### src/rtl/wdtrc_pkg.sv
// Package for the watchdog with reset-cause flags.
// Assumes a single 25 MHz clock domain and an AXI4-Lite register port.
package wdtrc_pkg;

  // ----------------------------------------------------------------------
  // Register map (byte addresses)
  // ----------------------------------------------------------------------
  localparam logic [11:0] WATCHDOG_CONTROL_STATUS_OFS = 12'h060;
  localparam logic [11:0] RESET_CAUSE_STATUS_OFS      = 12'h064;
  localparam logic [11:0] CORE_CONTROL_OFS            = 12'h068;

  // ----------------------------------------------------------------------
  // Control register field positions
  // ----------------------------------------------------------------------
  localparam int IRQ_FLAG_POS   = 7;
  localparam int IRQ_ENABLE_POS = 6;
  localparam int SELECT_HI_POS  = 5;
  localparam int UNLOCK_POS     = 4;
  localparam int RESET_EN_POS   = 3;

  // Reset-cause field positions
  localparam int WDOG_CAUSE_POS  = 3;
  localparam int BROWN_CAUSE_POS = 2;
  localparam int PIN_CAUSE_POS   = 1;
  localparam int PWR_CAUSE_POS   = 0;

  // Core control register: restart pulse (bit 0), global irq enable (bit 1)
  localparam int RESTART_POS     = 0;
  localparam int GLOBAL_IRQ_POS  = 1;

  // ----------------------------------------------------------------------
  // Reset values and timing
  // ----------------------------------------------------------------------
  localparam logic [7:0] CONTROL_RESET    = 8'h00;
  localparam logic [3:0] CAUSE_RESET      = 4'h0;
  localparam logic [3:0] SELECT_MAX       = 4'h9;
  localparam int         UNLOCK_CYCLES    = 4;
  localparam int         BASE_TIMEOUT_LOG = 11;   // 2k oscillator cycles
  localparam int         SLOW_OSC_HZ      = 128000;
  localparam int         REF_CLK_HZ       = 25000000;
  localparam int         SLOW_DIV         = REF_CLK_HZ / SLOW_OSC_HZ;

  // AXI responses
  localparam logic [1:0] RESP_OKAY   = 2'h0;
  localparam logic [1:0] RESP_SLVERR = 2'h2;

  // Mode decoded from fuse and enable pair
  typedef enum logic [1:0] {
    WDTRC_STOPPED = 2'h0,
    WDTRC_IRQ     = 2'h1,
    WDTRC_BOTH    = 2'h3,
    WDTRC_RESET   = 2'h2
  } wdtrc_mode_t;

  // Reset cause requests from the reset controller
  typedef struct packed {
    logic watchdog;
    logic brownout;
    logic pin;
    logic poweron;
  } wdtrc_cause_t;

endpackage

### src/rtl/wdtrc_top.sv
// Watchdog timer control with reset-cause status flags, AXI4-Lite slave.
// Assumes the reset controller holds this block alive across system resets
// other than power-on, and reports each reset cause as a one-cycle pulse.
//
// Our own choice: the AXI4-Lite slave port.
`timescale 1ns/1ps
`default_nettype none

module wdtrc_top #(
  parameter int SLOW_DIV = wdtrc_pkg::SLOW_DIV
) (
  // Clock and reset
  input  wire logic                  REF_CLK,
  input  wire logic                  RST_B,
  // Reset controller and processor side
  input  wire wdtrc_pkg::wdtrc_cause_t CAUSE,
  input  wire logic                  ALWAYS_ON_FUSE,
  input  wire logic                  VECTOR_TAKEN,
  output logic                       WDOG_RESET_REQ,
  output logic                       TIMEOUT_IRQ,
  // AXI4-Lite write address
  input  wire logic [11:0]           AWADDR,
  input  wire logic                  AWVALID,
  output logic                       AWREADY,
  // AXI4-Lite write data
  input  wire logic [31:0]           WDATA,
  input  wire logic [3:0]            WSTRB,
  input  wire logic                  WVALID,
  output logic                       WREADY,
  // AXI4-Lite write response
  output logic [1:0]                 BRESP,
  output logic                       BVALID,
  input  wire logic                  BREADY,
  // AXI4-Lite read
  input  wire logic [11:0]           ARADDR,
  input  wire logic                  ARVALID,
  output logic                       ARREADY,
  output logic [31:0]                RDATA,
  output logic [1:0]                 RRESP,
  output logic                       RVALID,
  input  wire logic                  RREADY
);

  // --------------------------------------------------------------------
  // State
  // --------------------------------------------------------------------
  logic              irq_flag;
  logic              irq_enable;
  logic [3:0]        tsel;
  logic              unlock;
  logic              reset_en;
  logic [3:0]        cause;
  logic              global_irq;
  logic [2:0]        unlock_cnt;
  logic [15:0]       div_cnt;
  logic              slow_tick;
  logic [20:0]       wd_cnt;
  logic              timeout;
  logic              aw_held;
  logic              w_held;
  logic [11:0]       aw_addr;
  logic [31:0]       w_data;
  logic              wstrb0;
  logic              w_lane0;
  logic              wr_go;
  logic              wr_ctl;
  logic              wr_cause;
  logic              wr_core;
  logic              eff_enable;
  logic              eff_irq_en;
  wdtrc_pkg::wdtrc_mode_t mode;

  // Time-out length in slow cycles for a select code
  function automatic logic [20:0] limit_of(input logic [3:0] code);
    logic [3:0] c;
    c = (code > wdtrc_pkg::SELECT_MAX) ? wdtrc_pkg::SELECT_MAX : code;
    limit_of = 21'h000800 << c;
  endfunction

  // --------------------------------------------------------------------
  // Write channel: address and data taken in either order
  // --------------------------------------------------------------------
  assign AWREADY = !aw_held && !BVALID;
  assign WREADY  = !w_held && !BVALID;
  assign wr_go   = aw_held && w_held && !BVALID;
  // Only byte lane 0 carries register bits; other lanes alone do nothing
  assign w_lane0 = w_held && wstrb0;

  // Latch write halves until both present
  always_ff @(posedge REF_CLK or negedge RST_B) begin
    if (!RST_B) begin
      aw_held <= 1'b0;
      w_held  <= 1'b0;
      aw_addr <= 12'h000;
      w_data  <= 32'h0000_0000;
      wstrb0  <= 1'b0;
    end else begin
      if (AWVALID && AWREADY) begin
        aw_held <= 1'b1;
        aw_addr <= AWADDR;
      end
      if (WVALID && WREADY) begin
        w_held <= 1'b1;
        w_data <= WDATA;
        wstrb0 <= WSTRB[0];
      end
      if (wr_go) begin
        aw_held <= 1'b0;
        w_held  <= 1'b0;
      end
    end
  end

  assign wr_ctl   = wr_go && w_lane0 && aw_addr == wdtrc_pkg::WATCHDOG_CONTROL_STATUS_OFS;
  assign wr_cause = wr_go && w_lane0 && aw_addr == wdtrc_pkg::RESET_CAUSE_STATUS_OFS;
  assign wr_core  = wr_go && w_lane0 && aw_addr == wdtrc_pkg::CORE_CONTROL_OFS;

  // Write response one cycle after both halves are in
  always_ff @(posedge REF_CLK or negedge RST_B) begin
    if (!RST_B) begin
      BVALID <= 1'b0;
      BRESP  <= wdtrc_pkg::RESP_OKAY;
    end else if (wr_go) begin
      BVALID <= 1'b1;
      BRESP  <= (aw_addr == wdtrc_pkg::WATCHDOG_CONTROL_STATUS_OFS ||
                 aw_addr == wdtrc_pkg::RESET_CAUSE_STATUS_OFS ||
                 aw_addr == wdtrc_pkg::CORE_CONTROL_OFS) ?
                wdtrc_pkg::RESP_OKAY : wdtrc_pkg::RESP_SLVERR;
    end else if (BREADY) begin
      BVALID <= 1'b0;
    end
  end

  // --------------------------------------------------------------------
  // Read channel
  // --------------------------------------------------------------------
  assign ARREADY = !RVALID;

  // One-cycle read latency; unmapped answers SLVERR with zero data
  always_ff @(posedge REF_CLK or negedge RST_B) begin
    if (!RST_B) begin
      RVALID <= 1'b0;
      RDATA  <= 32'h0000_0000;
      RRESP  <= wdtrc_pkg::RESP_OKAY;
    end else if (ARVALID && ARREADY) begin
      RVALID <= 1'b1;
      RRESP  <= wdtrc_pkg::RESP_OKAY;
      unique case (ARADDR)
        wdtrc_pkg::WATCHDOG_CONTROL_STATUS_OFS: begin
          RDATA <= {24'h000000, irq_flag, eff_irq_en, tsel[3], unlock,
                    eff_enable, tsel[2:0]};
        end
        wdtrc_pkg::RESET_CAUSE_STATUS_OFS: begin
          RDATA <= {28'h0000000, cause};
        end
        wdtrc_pkg::CORE_CONTROL_OFS: begin
          RDATA <= {30'h0, global_irq, 1'b0};
        end
        default: begin
          RDATA <= 32'h0000_0000;
          RRESP <= wdtrc_pkg::RESP_SLVERR;
        end
      endcase
    end else if (RREADY) begin
      RVALID <= 1'b0;
    end
  end

  // --------------------------------------------------------------------
  // Mode decode
  // --------------------------------------------------------------------
  // watchdog cause forces enable; fuse locks enable and irq enable
  assign eff_enable = reset_en || cause[wdtrc_pkg::WDOG_CAUSE_POS] || !ALWAYS_ON_FUSE;
  assign eff_irq_en = irq_enable && ALWAYS_ON_FUSE;

  // pair selects the mode; programmed fuse forces reset mode
  always_comb begin
    if (!ALWAYS_ON_FUSE) begin
      mode = wdtrc_pkg::WDTRC_RESET;
    end else begin
      mode = wdtrc_pkg::wdtrc_mode_t'({eff_enable, eff_irq_en});
    end
  end

  // --------------------------------------------------------------------
  // Slow tick divider and watchdog counter
  // --------------------------------------------------------------------
  // Slow oscillator modelled as an enable pulse from the reference clock
  always_ff @(posedge REF_CLK or negedge RST_B) begin
    if (!RST_B) begin
      div_cnt   <= 16'h0000;
      slow_tick <= 1'b0;
    end else if (div_cnt == 16'(SLOW_DIV - 1)) begin
      div_cnt   <= 16'h0000;
      slow_tick <= 1'b1;
    end else begin
      div_cnt   <= div_cnt + 16'h0001;
      slow_tick <= 1'b0;
    end
  end

  // time-out at the selected count of slow cycles
  assign timeout = slow_tick && mode != wdtrc_pkg::WDTRC_STOPPED &&
                   wd_cnt == limit_of(tsel) - 21'h000001;

  // count slow ticks, restart command zeroes; zero after time-out
  always_ff @(posedge REF_CLK or negedge RST_B) begin
    if (!RST_B) begin
      wd_cnt <= 21'h000000;
    end else if ((wr_core && w_data[wdtrc_pkg::RESTART_POS]) || timeout ||
                 mode == wdtrc_pkg::WDTRC_STOPPED) begin
      wd_cnt <= 21'h000000;
    end else if (slow_tick) begin
      wd_cnt <= wd_cnt + 21'h000001;
    end
  end

  // reset action in reset mode; combined mode resets if flag unserviced
  always_ff @(posedge REF_CLK or negedge RST_B) begin
    if (!RST_B) begin
      WDOG_RESET_REQ <= 1'b0;
    end else begin
      WDOG_RESET_REQ <= timeout && (mode == wdtrc_pkg::WDTRC_RESET ||
                        (mode == wdtrc_pkg::WDTRC_BOTH && irq_flag));
    end
  end

  // --------------------------------------------------------------------
  // Control register fields
  // --------------------------------------------------------------------
  // Interrupt flag: set wins over vector and write-one clears
  always_ff @(posedge REF_CLK or negedge RST_B) begin
    if (!RST_B) begin
      irq_flag <= wdtrc_pkg::CONTROL_RESET[wdtrc_pkg::IRQ_FLAG_POS];
    end else if (timeout && eff_irq_en) begin
      // set on time-out with interrupt configured
      irq_flag <= 1'b1;
    end else if (VECTOR_TAKEN) begin
      irq_flag <= 1'b0;
    end else if (wr_ctl && w_data[wdtrc_pkg::IRQ_FLAG_POS]) begin
      irq_flag <= 1'b0;
    end
  end

  // request gated by flag, enable and global enable
  assign TIMEOUT_IRQ = irq_flag && eff_irq_en && global_irq;

  // Interrupt enable
  always_ff @(posedge REF_CLK or negedge RST_B) begin
    if (!RST_B) begin
      irq_enable <= wdtrc_pkg::CONTROL_RESET[wdtrc_pkg::IRQ_ENABLE_POS];
    end else if (wr_ctl) begin
      irq_enable <= w_data[wdtrc_pkg::IRQ_ENABLE_POS];
    end else if (VECTOR_TAKEN && mode == wdtrc_pkg::WDTRC_BOTH) begin
      irq_enable <= 1'b0;
    end
  end

  // Enable and select, guarded by the unlock window
  always_ff @(posedge REF_CLK or negedge RST_B) begin
    if (!RST_B) begin
      reset_en <= wdtrc_pkg::CONTROL_RESET[wdtrc_pkg::RESET_EN_POS];
      tsel     <= 4'h0;
    end else if (wr_ctl) begin
      // clear enable or new select only while unlocked
      if (unlock) begin
        reset_en <= w_data[wdtrc_pkg::RESET_EN_POS];
        tsel     <= {w_data[wdtrc_pkg::SELECT_HI_POS], w_data[2:0]};
      end else if (w_data[wdtrc_pkg::RESET_EN_POS]) begin
        reset_en <= 1'b1;
      end
    end
  end

  // unlock closes four cycles after a written one
  always_ff @(posedge REF_CLK or negedge RST_B) begin
    if (!RST_B) begin
      unlock     <= 1'b0;
      unlock_cnt <= 3'h0;
    end else if (wr_ctl && w_data[wdtrc_pkg::UNLOCK_POS] &&
                 w_data[wdtrc_pkg::RESET_EN_POS]) begin
      unlock     <= 1'b1;
      unlock_cnt <= 3'(wdtrc_pkg::UNLOCK_CYCLES - 1);
    end else if (wr_ctl || unlock_cnt == 3'h0) begin
      unlock     <= 1'b0;
    end else begin
      unlock_cnt <= unlock_cnt - 3'h1;
    end
  end

  // Global interrupt enable held for the processor status word
  always_ff @(posedge REF_CLK or negedge RST_B) begin
    if (!RST_B) begin
      global_irq <= 1'b0;
    end else if (wr_core) begin
      global_irq <= w_data[wdtrc_pkg::GLOBAL_IRQ_POS];
    end
  end

  // --------------------------------------------------------------------
  // Reset cause flags; set always wins over a written zero
  // --------------------------------------------------------------------
  always_ff @(posedge REF_CLK or negedge RST_B) begin
    if (!RST_B) begin
      cause <= wdtrc_pkg::CAUSE_RESET;
    end else if (CAUSE.poweron) begin
      // power-on sets its flag; power-on clears the others
      cause <= 4'h1;
    end else begin
      cause <= (wr_cause ? (cause & w_data[3:0]) : cause) |
               {CAUSE.watchdog, CAUSE.brownout, CAUSE.pin, 1'b0};
    end
  end

  // --------------------------------------------------------------------
  // Assertions
  // --------------------------------------------------------------------
  property p_unlock_close;
    @(posedge REF_CLK) disable iff (!RST_B)
      $rose(unlock) && !wr_ctl ##1 !wr_ctl [*4] |-> !unlock && $past(unlock);
  endproperty
  a_unlock_close: assert property (p_unlock_close) else $error("unlock stayed open");

  property p_flag_set;
    @(posedge REF_CLK) disable iff (!RST_B) timeout && eff_irq_en |=> irq_flag;
  endproperty
  a_flag_set: assert property (p_flag_set) else $error("flag not set on time-out");

  property p_vector_clear;
    @(posedge REF_CLK) disable iff (!RST_B)
      VECTOR_TAKEN && !(timeout && eff_irq_en) |=> !irq_flag;
  endproperty
  a_vector_clear: assert property (p_vector_clear) else $error("vector left flag");

  property p_irq_gate;
    @(posedge REF_CLK) disable iff (!RST_B)
      TIMEOUT_IRQ |-> irq_flag && irq_enable && global_irq;
  endproperty
  a_irq_gate: assert property (p_irq_gate) else $error("ungated interrupt");

  property p_fuse_mode;
    @(posedge REF_CLK) disable iff (!RST_B)
      !ALWAYS_ON_FUSE && timeout |=> WDOG_RESET_REQ;
  endproperty
  a_fuse_mode: assert property (p_fuse_mode) else $error("fuse reset missing");

  property p_enable_held;
    @(posedge REF_CLK) disable iff (!RST_B) cause[3] |-> eff_enable;
  endproperty
  a_enable_held: assert property (p_enable_held) else $error("enable dropped");

  property p_locked_sel;
    @(posedge REF_CLK) disable iff (!RST_B) !unlock |=> $stable(tsel);
  endproperty
  a_locked_sel: assert property (p_locked_sel) else $error("select changed locked");

  property p_poweron_reset_cause_flag_kept;
    @(posedge REF_CLK) disable iff (!RST_B)
      cause[0] && !wr_cause |=> cause[0];
  endproperty
  a_poweron_reset_cause_flag_kept: assert property (p_poweron_reset_cause_flag_kept) else $error("power-on flag lost");

  property p_both_reset;
    @(posedge REF_CLK) disable iff (!RST_B)
      mode == wdtrc_pkg::WDTRC_BOTH && irq_flag && timeout |=> WDOG_RESET_REQ;
  endproperty
  a_both_reset: assert property (p_both_reset) else $error("combined reset missing");

endmodule

`default_nettype wire

### config.mk
export PLATFORM = sky130hd
export DESIGN_NAME = wdtrc_top
export DESIGN_NICKNAME = d
export VERILOG_FILES = /design/src/rtl/wdtrc_pkg.sv /design/src/rtl/wdtrc_top.sv
export SDC_FILE = /design/constraint.sdc
export NUM_CORES = 1
export LEC_CHECK = 0
export ABC_CLOCK_PERIOD_IN_PS = 3200
export BUFFER_PORTS_ARGS = -buffer_cell sky130_fd_sc_hd__buf_2
export CAP_MARGIN = 0
export CORE_MARGIN = 2
export CORE_UTILIZATION = 35
export DETAILED_ROUTE_END_ITERATION = 10
export PLACE_DENSITY_LB_ADDON = 0.05
export SYNTH_ARGS = -nofsm -noshare
export SYNTH_HDL_FRONTEND = slang
export SYNTH_SLANG_ARGS = --single-unit
### constraint.sdc
create_clock -name REF_CLK -period 3.2 [get_ports REF_CLK]
set_input_delay 0.32 -clock REF_CLK [delete_from_list [all_inputs] [get_ports REF_CLK]]
set_output_delay 0.32 -clock REF_CLK [all_outputs]
set_load 0.02 [all_outputs]
==> metrics.md, run 1 <==
| Metric | Value |
|---|---|
| Clk pin slew, worst setup/hold paths | 60 ps |
| R2R Setup Slk | approximately 260 ps |
| CP Capture Type | register |
| H-tree depth | 3 |
| Chip width | ~120 um |
| Via count | 3411 |
| Routed Antenna Nets | 0 |
| Clk Latency, worst-skew pair | 350 ps |
| Routed WL | ~10000 um |
| # rows | between 40 and 50 |
| Hold Path Class | input pin to asynchronous set/reset pin |
| DR pass1 iterations | 4 |
| Critical path type | register to register |
| DRC | 0 |
| R2R Path Start | tsel[0] |
| Fin crit period | around 2900 ps |
| Setup TNS Final | 0 ps |
| Status | completed |
| Post-synth EDFFs | 0 |
| CTS tree | built |
| Starting Density | 0.356 |
| Full die area | roughly 14000 um2 |
| Critical path's top delay family | simple AND/OR/NAND/NOR gates |
| Core ar. | roughly 13000 um2 |
| Critical path required time | ~3400 ps |
| Pins over their slew limit | 0 |
| Fin. Hold Viols | 0 |
| Die height | between 100 and 150 um |
| Clock Tree Root | clkbuf_16 |
| Worst Path Buf+Inv | 1 |
| Synth unique cells | 61 |
| Synthesized cell area | roughly 4700 um2 |
| Nets | around 600 |
| Share of layout cells above drive strength 1 | 0.246 |
| Post-layout util | 0.410 |
| Worst-path maximum fanout | 16 |
| VDD IR max | 353 uV |
| Detail Placement HPWL | roughly 7200 um |
| Commonest non-fill, non-tap cell in the layout | dfrtp_1 |
| Clock skew | approximately 5.7 ps |
| Sink Count | 90 |
| Ports | between 100 and 150 |
| Seq/Total Area, Yosys | 0.481 |
| Number of global-route vias before repair | 3424 |
| Fraction of registers with async set/reset | 1.00 |
| Synth Instances | approximately 450 |
| Worst-Margin Slew | 909 ps |
| Grt total ovfl | 0 |
| Syn. warnings | 0 |
| Static leakage | around 2.5 nW |
| F_max | 0.341 GHz |
| Final setup vio count | 0 |
| Largest area contributor in the netlist | dfrtp_1 |
| First-pass GRT wire length | 17300 um |
| Gpl congestion | 0.789 |
| Post-CTS Resized | 0 |
| Pwr per Cell Area | slightly below 600 nW/um2 |
| Area grow syn2layout | 15.2% |
| Reg2reg end | wd_cnt[0] |
| Slew margin rel. | 0.388 |
| Largest net degree at the start of global routing | 57 |
| Initial antenna violation count | 0 |
| Total track usage | 0.153 |
| Worst-path cell chain | or4_2 -> ha_1 -> or3_4 -> o2bb2a_4 -> a32o_2 -> nor3_4 -> buf_12 -> a21oi_1 |
| DR iter-0 viols | 179 |
| Period utilization | 0.917 |
| Highest cell delay on the worst timing path | about 670 ps |
| Vias per cell | about 4.9 |
| Most used DFF post-synth | dfrtp_1 |
| Port buffer count | 62 |
| Clk buf depth | 2 |
| Avg Cell Area, Syn | about 10 um2 |
| Arrival time worst endpoint | roughly 3200 ps |
| Max Cap Viol | 0 |
| Antenna diodes | 0 |
| Post-CTS Setup Repair Bufs | 0 |
| Top cells by area, synth | dfrtp_1 48%, mux2_2 6.7%, buf_4 4.5%, xnor2_1 3.6%, nand2_1 3.4% |
| Top cell type's share of synthesized area | 0.481 |
| RSZ-0062 raised after global routing | no |
| Startpoint types | register |
| Most frequent cells in the layout | 90 x dfrtp_1, 61 x buf_2, 42 x nand2_1 |
| CP max-delay cell | or4_2 |
| DR WL/cell | approximately 14 um |
| Cts bufs inserted | 9 |
| Hold-fix buffers at CTS | 0 |
| Reg2Reg Depth | 8 |
| Seq cells post-synth | 90 |
==> metrics by stage <==
stage	cells	setup slack (ps)	power, W	cell area (um2)	hold WS (ps)
4_1_cts	697	252	0.00320	5390	52.1
5_1_grt	697	116	0.00333	5390	87.8
6_report	697	265	0.00314	5390	18.6
3_3_place_gp	681	297	0.00207	5090	424
2_1_floorplan	477	289	0.00191	4780	24.4
3_5_place_dp	681	262	0.00209	5090	427
==> cell usage after synthesis (3+ instances only) <==
| master | instances |
|---|---|
| buf_6 | 3 |
| xnor2_1 | 19 |
| nor2_1 | 23 |
| mux2_2 | 28 |
| nand2_1 | 42 |
| inv_1 | 15 |
| and3_1 | 6 |
| nand3_1 | 14 |
| or3_1 | 3 |
| ha_1 | 6 |
| nand2b_1 | 5 |
| a21o_1 | 4 |
| and2_1 | 3 |
| and4_1 | 6 |
| a22o_1 | 4 |
| buf_4 | 28 |
| xor2_1 | 11 |
| o21a_1 | 5 |
| clkbuf_1 | 7 |
| mux2i_1 | 4 |
| or4_1 | 3 |
| nor3_1 | 10 |
| nand4_1 | 6 |
| dfrtp_1 | 90 |
| nor4b_1 | 4 |
| a21oi_1 | 22 |
| nor4_1 | 12 |
| o31a_1 | 3 |
| o21ai_0 | 27 |
==> metal layers <==
metal / GRT usage / wire length, um / vias up
li1: - / - / 1679
met1: 0.210 / 4910 / 1660
met2: 0.235 / 4640 / 61
met3: 0.0394 / 380 / 11
met4: 0.0544 / 129 / 0
met5: 0 / 0 / -
==> flip-flops by register name, indices dropped and copies added (netlist names) <==
name / count
wstrb0: 1
RVALID: 1
w_data: 8
RDATA: 8
slow_tick: 1
tsel: 4
unlock_cnt: 3
BVALID: 1
global_irq: 1
aw_addr: 12
irq_enable: 1
unlock: 1
reset_en: 1
aw_held: 1
WDOG_RESET_REQ: 1
RRESP: 1
BRESP: 1
cause: 4
w_held: 1
div_cnt: 16
wd_cnt: 21
irq_flag: 1
==> worst max-delay path by stage <==
stage	startpoint	to	slack, ps	depth (start not counted)
after floorplan	tsel[3]	wd_cnt[11]	290	9
after global placement	tsel[0]	wd_cnt[14]	300	8
after detailed placement	tsel[0]	wd_cnt[0]	260	8
after CTS	tsel[0]	wd_cnt[0]	250	8
after global routing	tsel[0]	wd_cnt[0]	120	8
final	tsel[0]	wd_cnt[0]	260	8
==> where the power goes <==
part	leakage (nW)	internal, W	switching (W)	total, W
combinational	1.19	0.000282	0.000290	0.000572
clock	0.145	0.000627	0.000462	0.00109
sequential	1.17	0.00133	0.000148	0.00148
==> kinds of logic (layout without fill, tap and decap cells) <==
kind of cell / after synthesis / count (layout) / share of synthesized area
other cells: 1 / 26 / 0.000801
flops: 90 / 90 / 0.481
compound gates: 83 / 83 / 0.115
buf+inv: 56 / 100 / 0.0727
mux: 32 / 32 / 0.0759
simple gates: 154 / 154 / 0.183
xor+xnor: 30 / 30 / 0.0561
fa+ha+maj: 6 / 6 / 0.0160
==> cell type report <==
type / count / area (um2)
inverters: 15 / 56.3
clock inverters: 6 / 63.8
clock buffers: 10 / 239
fillers: 1330 / 7740
multi-input cells: 331 / 2180
flip-flops and latches: 90 / 2250
repair buffers: 69 / 378
well taps: 176 / 220
No activity file was read; power rests on OpenSTA's default activity.
==> inputs of run 2 (changes only) <==
--- a/config.mk
+++ b/config.mk
@@ -5,6 +5,7 @@
 export SDC_FILE = /design/constraint.sdc
 export NUM_CORES = 1
 export LEC_CHECK = 0
+export ABC_AREA = 1
 export ABC_CLOCK_PERIOD_IN_PS = 3200
 export BUFFER_PORTS_ARGS = -buffer_cell sky130_fd_sc_hd__buf_2
 export CAP_MARGIN = 0
==> run 2 against run 1 <==
Effect of this change: hold slack improved by 2.3 ps; largest cell class unchanged; sequential power fell by 5%; clock skew rose by 2.7 ps; die area rose by 4.5%; cell area rose by 3.3%; synthesized area rose by 4.7%; non-clock buffer count fell by 3; critical endpoint is now wd_cnt[11]; critical path type unchanged; sequential share of layout area fell by 1.3 points; global-route usage rose by 0.16 points; flip-flop and latch count did not move; setup slack improved by 570 ps; first-iteration DRC count rose by 23%.
==> metrics.md, run 2 <==
| Metric | Value |
|---|---|
| Nets | about 740 |
| Reg area | around 2300 um2 |
| VDD IR max | roughly 420 uV |
| F_max | 0.422 GHz |
| DR iter-0 viols | 221 |
| Clk buf depth | 2 |
| Reg2reg end | wd_cnt[11] |
| Fin. Hold Viols | 0 |
| Most frequent cells in the layout | 113 x nand2_1, 90 x dfrtp_1, 73 x nor2_1 |
| Clock Tree Root | clkbuf_16 |
| Routed Antenna Nets | 0 |
| XOR/XNOR Fraction of Synth Area | 0.0391 |
| Initial antenna violation count | 0 |
| Highest cell delay on the worst timing path | roughly 470 ps |
| Avg Cell Area, Syn | a little over 8 um2 |
| Top cell type's share of synthesized area | 0.459 |
| Starting Density | 0.356 |
| Reg with most FFs | wd_cnt |
| Post-synthesis compound-gate area fraction | 0.0661 |
| Post-CTS Setup Repair Bufs | 0 |
| RSZ-0062 raised after global routing | no |
| Pins over their slew limit | 0 |
| Final setup vio count | 0 |
| Total track usage | 0.155 |
| Die height | between 100 and 150 um |
| Seq cells post-synth | 90 |
| CP Capture Type | register |
| Worst hold slack | 20.9 ps |
| CP max-delay cell | dfrtp_1 |
| DRC | 0 |
| Most used DFF post-synth | dfrtp_1 |
| Pwr per Cell Area | approximately 550 nW/um2 |
| Biggest regs | wd_cnt: 21 flops, div_cnt: 16 flops, aw_addr: 12 flops |
| Area grow syn2layout | 13.6% |
| Worst-path maximum fanout | 12 |
| Critical path's top delay family | simple AND/OR/NAND/NOR gates |
| Worst Path Buf+Inv | 0 |
| Clk pin slew, worst setup/hold paths | about 60 ps |
| Post-synth EDFFs | 0 |
| Antenna diodes | 0 |
| Worst-path cell chain | nor2_1 -> nand2_1 -> ha_1 -> or2_2 -> nand3_1 -> nor2_1 -> nand3_1 -> nor2_2 -> nand4_2 -> nand2_1 -> nor3_1 |
| Clock skew | ~8.4 ps |
| Multi-input gate area | 2190 um2 |
| Largest family of logic cells by synthesized area | simple AND/OR/NAND/NOR gates |
| Pre-CTS setup slack | between 700 and 800 ps |
| Via count | approximately 4000 |
| Top cells by area, synth | dfrtp_1 46%, nand2_1 8.7%, nor2_1 5.6%, inv_1 5.1%, buf_4 4.1% |
| Post-synthesis mux area share | 0.0276 |
| Largest net degree at the start of global routing | between 50 and 60 |
| Most frequent cell after synthesis | nand2_1 |
| Setup TNS Final | 0 ps |
| First-pass GRT wire length | 18200 um |
| Grt total ovfl | 0 |
| Seq/Total Area, Yosys | 0.459 |
| Static leakage | 2.67 nW |
| Gpl congestion | between 0.8 and 0.9 |
| Slew margin rel. | 0.459 |
| Core ar. | ~14000 um2 |
| DR WL/cell | between 10 and 15 um |
| Period utilization | 0.740 |
| # rows | 43 |
| Hold-fix buffers at CTS | 0 |
| Max Cap Viol | 0 |
| Largest area contributor in the netlist | dfrtp_1 |
| R2R Path Start | tsel[2] |
| Top cells by count, synth | 113 x nand2_1, 90 x dfrtp_1, 73 x nor2_1 |
| Post-CTS Resized | 0 |
| Simple-Gate Fraction of Synth Area | 0.279 |
| Full die area | ~15000 um2 |
| Fraction of registers with async set/reset | 1.00 |
| Placed insts | approximately 830 |
| Critical path required time | roughly 3500 ps |
| Hold Path Class | input pin to asynchronous set/reset pin |
| Synth unique cells | 40 |
| Fin crit period | approximately 2400 ps |
| Synthesized cell area | between 4000 and 5000 um2 |
| H-tree depth | 3 |
| Reg2Reg Depth | 11 |
| Syn. warnings | 0 |
| Critical path type | register to register |
| Max reg flops | 21 |
| Adder-cell area share of the yosys netlist | 0.0153 |
| Synth Instances | between 500 and 600 |
| Final Non-Filler Cells | roughly 840 |
| Worst-Margin Slew | 804 ps |
| Vias per cell | roughly 4.7 |
| Detail Placement HPWL | approximately 8000 um |
| Chip width | between 100 and 150 um |
| Clk Latency, worst-skew pair | around 350 ps |
| Share of layout cells above drive strength 1 | 0.172 |
| Status | completed |
| CTS tree | built |
| R2R Setup Slk | a little over 800 ps |
| Startpoint types | register |
| Fillers | 1457 |
| Commonest non-fill, non-tap cell in the layout | nand2_1 |
| DR pass1 iterations | 4 |
| Ports | 116 |
| Sink Count | 90 |
| Routed WL | 10800 um |
| Cts bufs inserted | 9 |
| Port buffer count | 62 |
| Arrival time worst endpoint | between 2000 and 3000 ps |
| Fin worst setup slack | a little over 800 ps |
| Number of global-route vias before repair | roughly 3800 |
run 2: changes by cell type in the layout (fill, tap and decap cells not counted), moves of 14 or more:
cell,before,now
nand2_1,42,113
inv_1,15,67
nor2_1,23,73
mux2_2,28,12
xnor2_1,19,5
nand3_1,14,36
nand4_1,6,31
run 2: worst max path at each step:
stage	start	endpoint	slack [ps]	cells past startpoint
detailed placement	tsel[2]	wd_cnt[11]	790	11
floorplan	tsel[2]	wd_cnt[19]	1160	14
finish	tsel[2]	wd_cnt[11]	830	11
global placement	tsel[2]	wd_cnt[3]	830	11
global route	tsel[2]	wd_cnt[2]	510	11
CTS	tsel[2]	wd_cnt[11]	800	11
run 2: kinds of logic after synthesis:
logic type                 count (synthesis)
muxes                                     12
xor gates and xnor gates                  21
other                                      1
adders and majority gates                  6
AOI/OAI and AO/OA                         56
buffers and inverters                    111
DFF                                       90
and+or+nand+nor                          298
run 2: where the power goes:
| part | switching, W | internal [W] |
|---|---|---|
| sequential | 0.0000943 | 0.00132 |
| clock | 0.000443 | 0.000603 |
| combinational | 0.000352 | 0.000227 |
| total | 0.000890 | 0.00215 |
run 2: layer usage:
layer,up-vias,part of all wire,track usage
met1,1884,0.49,0.201
met5,-,0,0
met3,13,0.043,0.0455
li1,2015,-,-
met2,75,0.45,0.249
met4,0,0.014,0.0481
run 2: per-stage QoR:
step	total power, W	instance area (um2)	utilization
after floorplan	0.00187	5000	-
after global placement	0.00201	5280	0.384
after detailed placement	0.00203	5280	0.384
after CTS	0.00310	5570	0.404
after global routing	0.00324	5570	0.404
final	0.00304	5570	0.404
run 2: cell type report:
type	count	share of cell area
well taps	180	0.0404
clock buffers	11	0.0418
repair buffers	66	0.0616
inverters	72	0.0485
multi-input cells	419	0.394
clock inverters	4	0.00966
flip-flops and latches	90	0.404
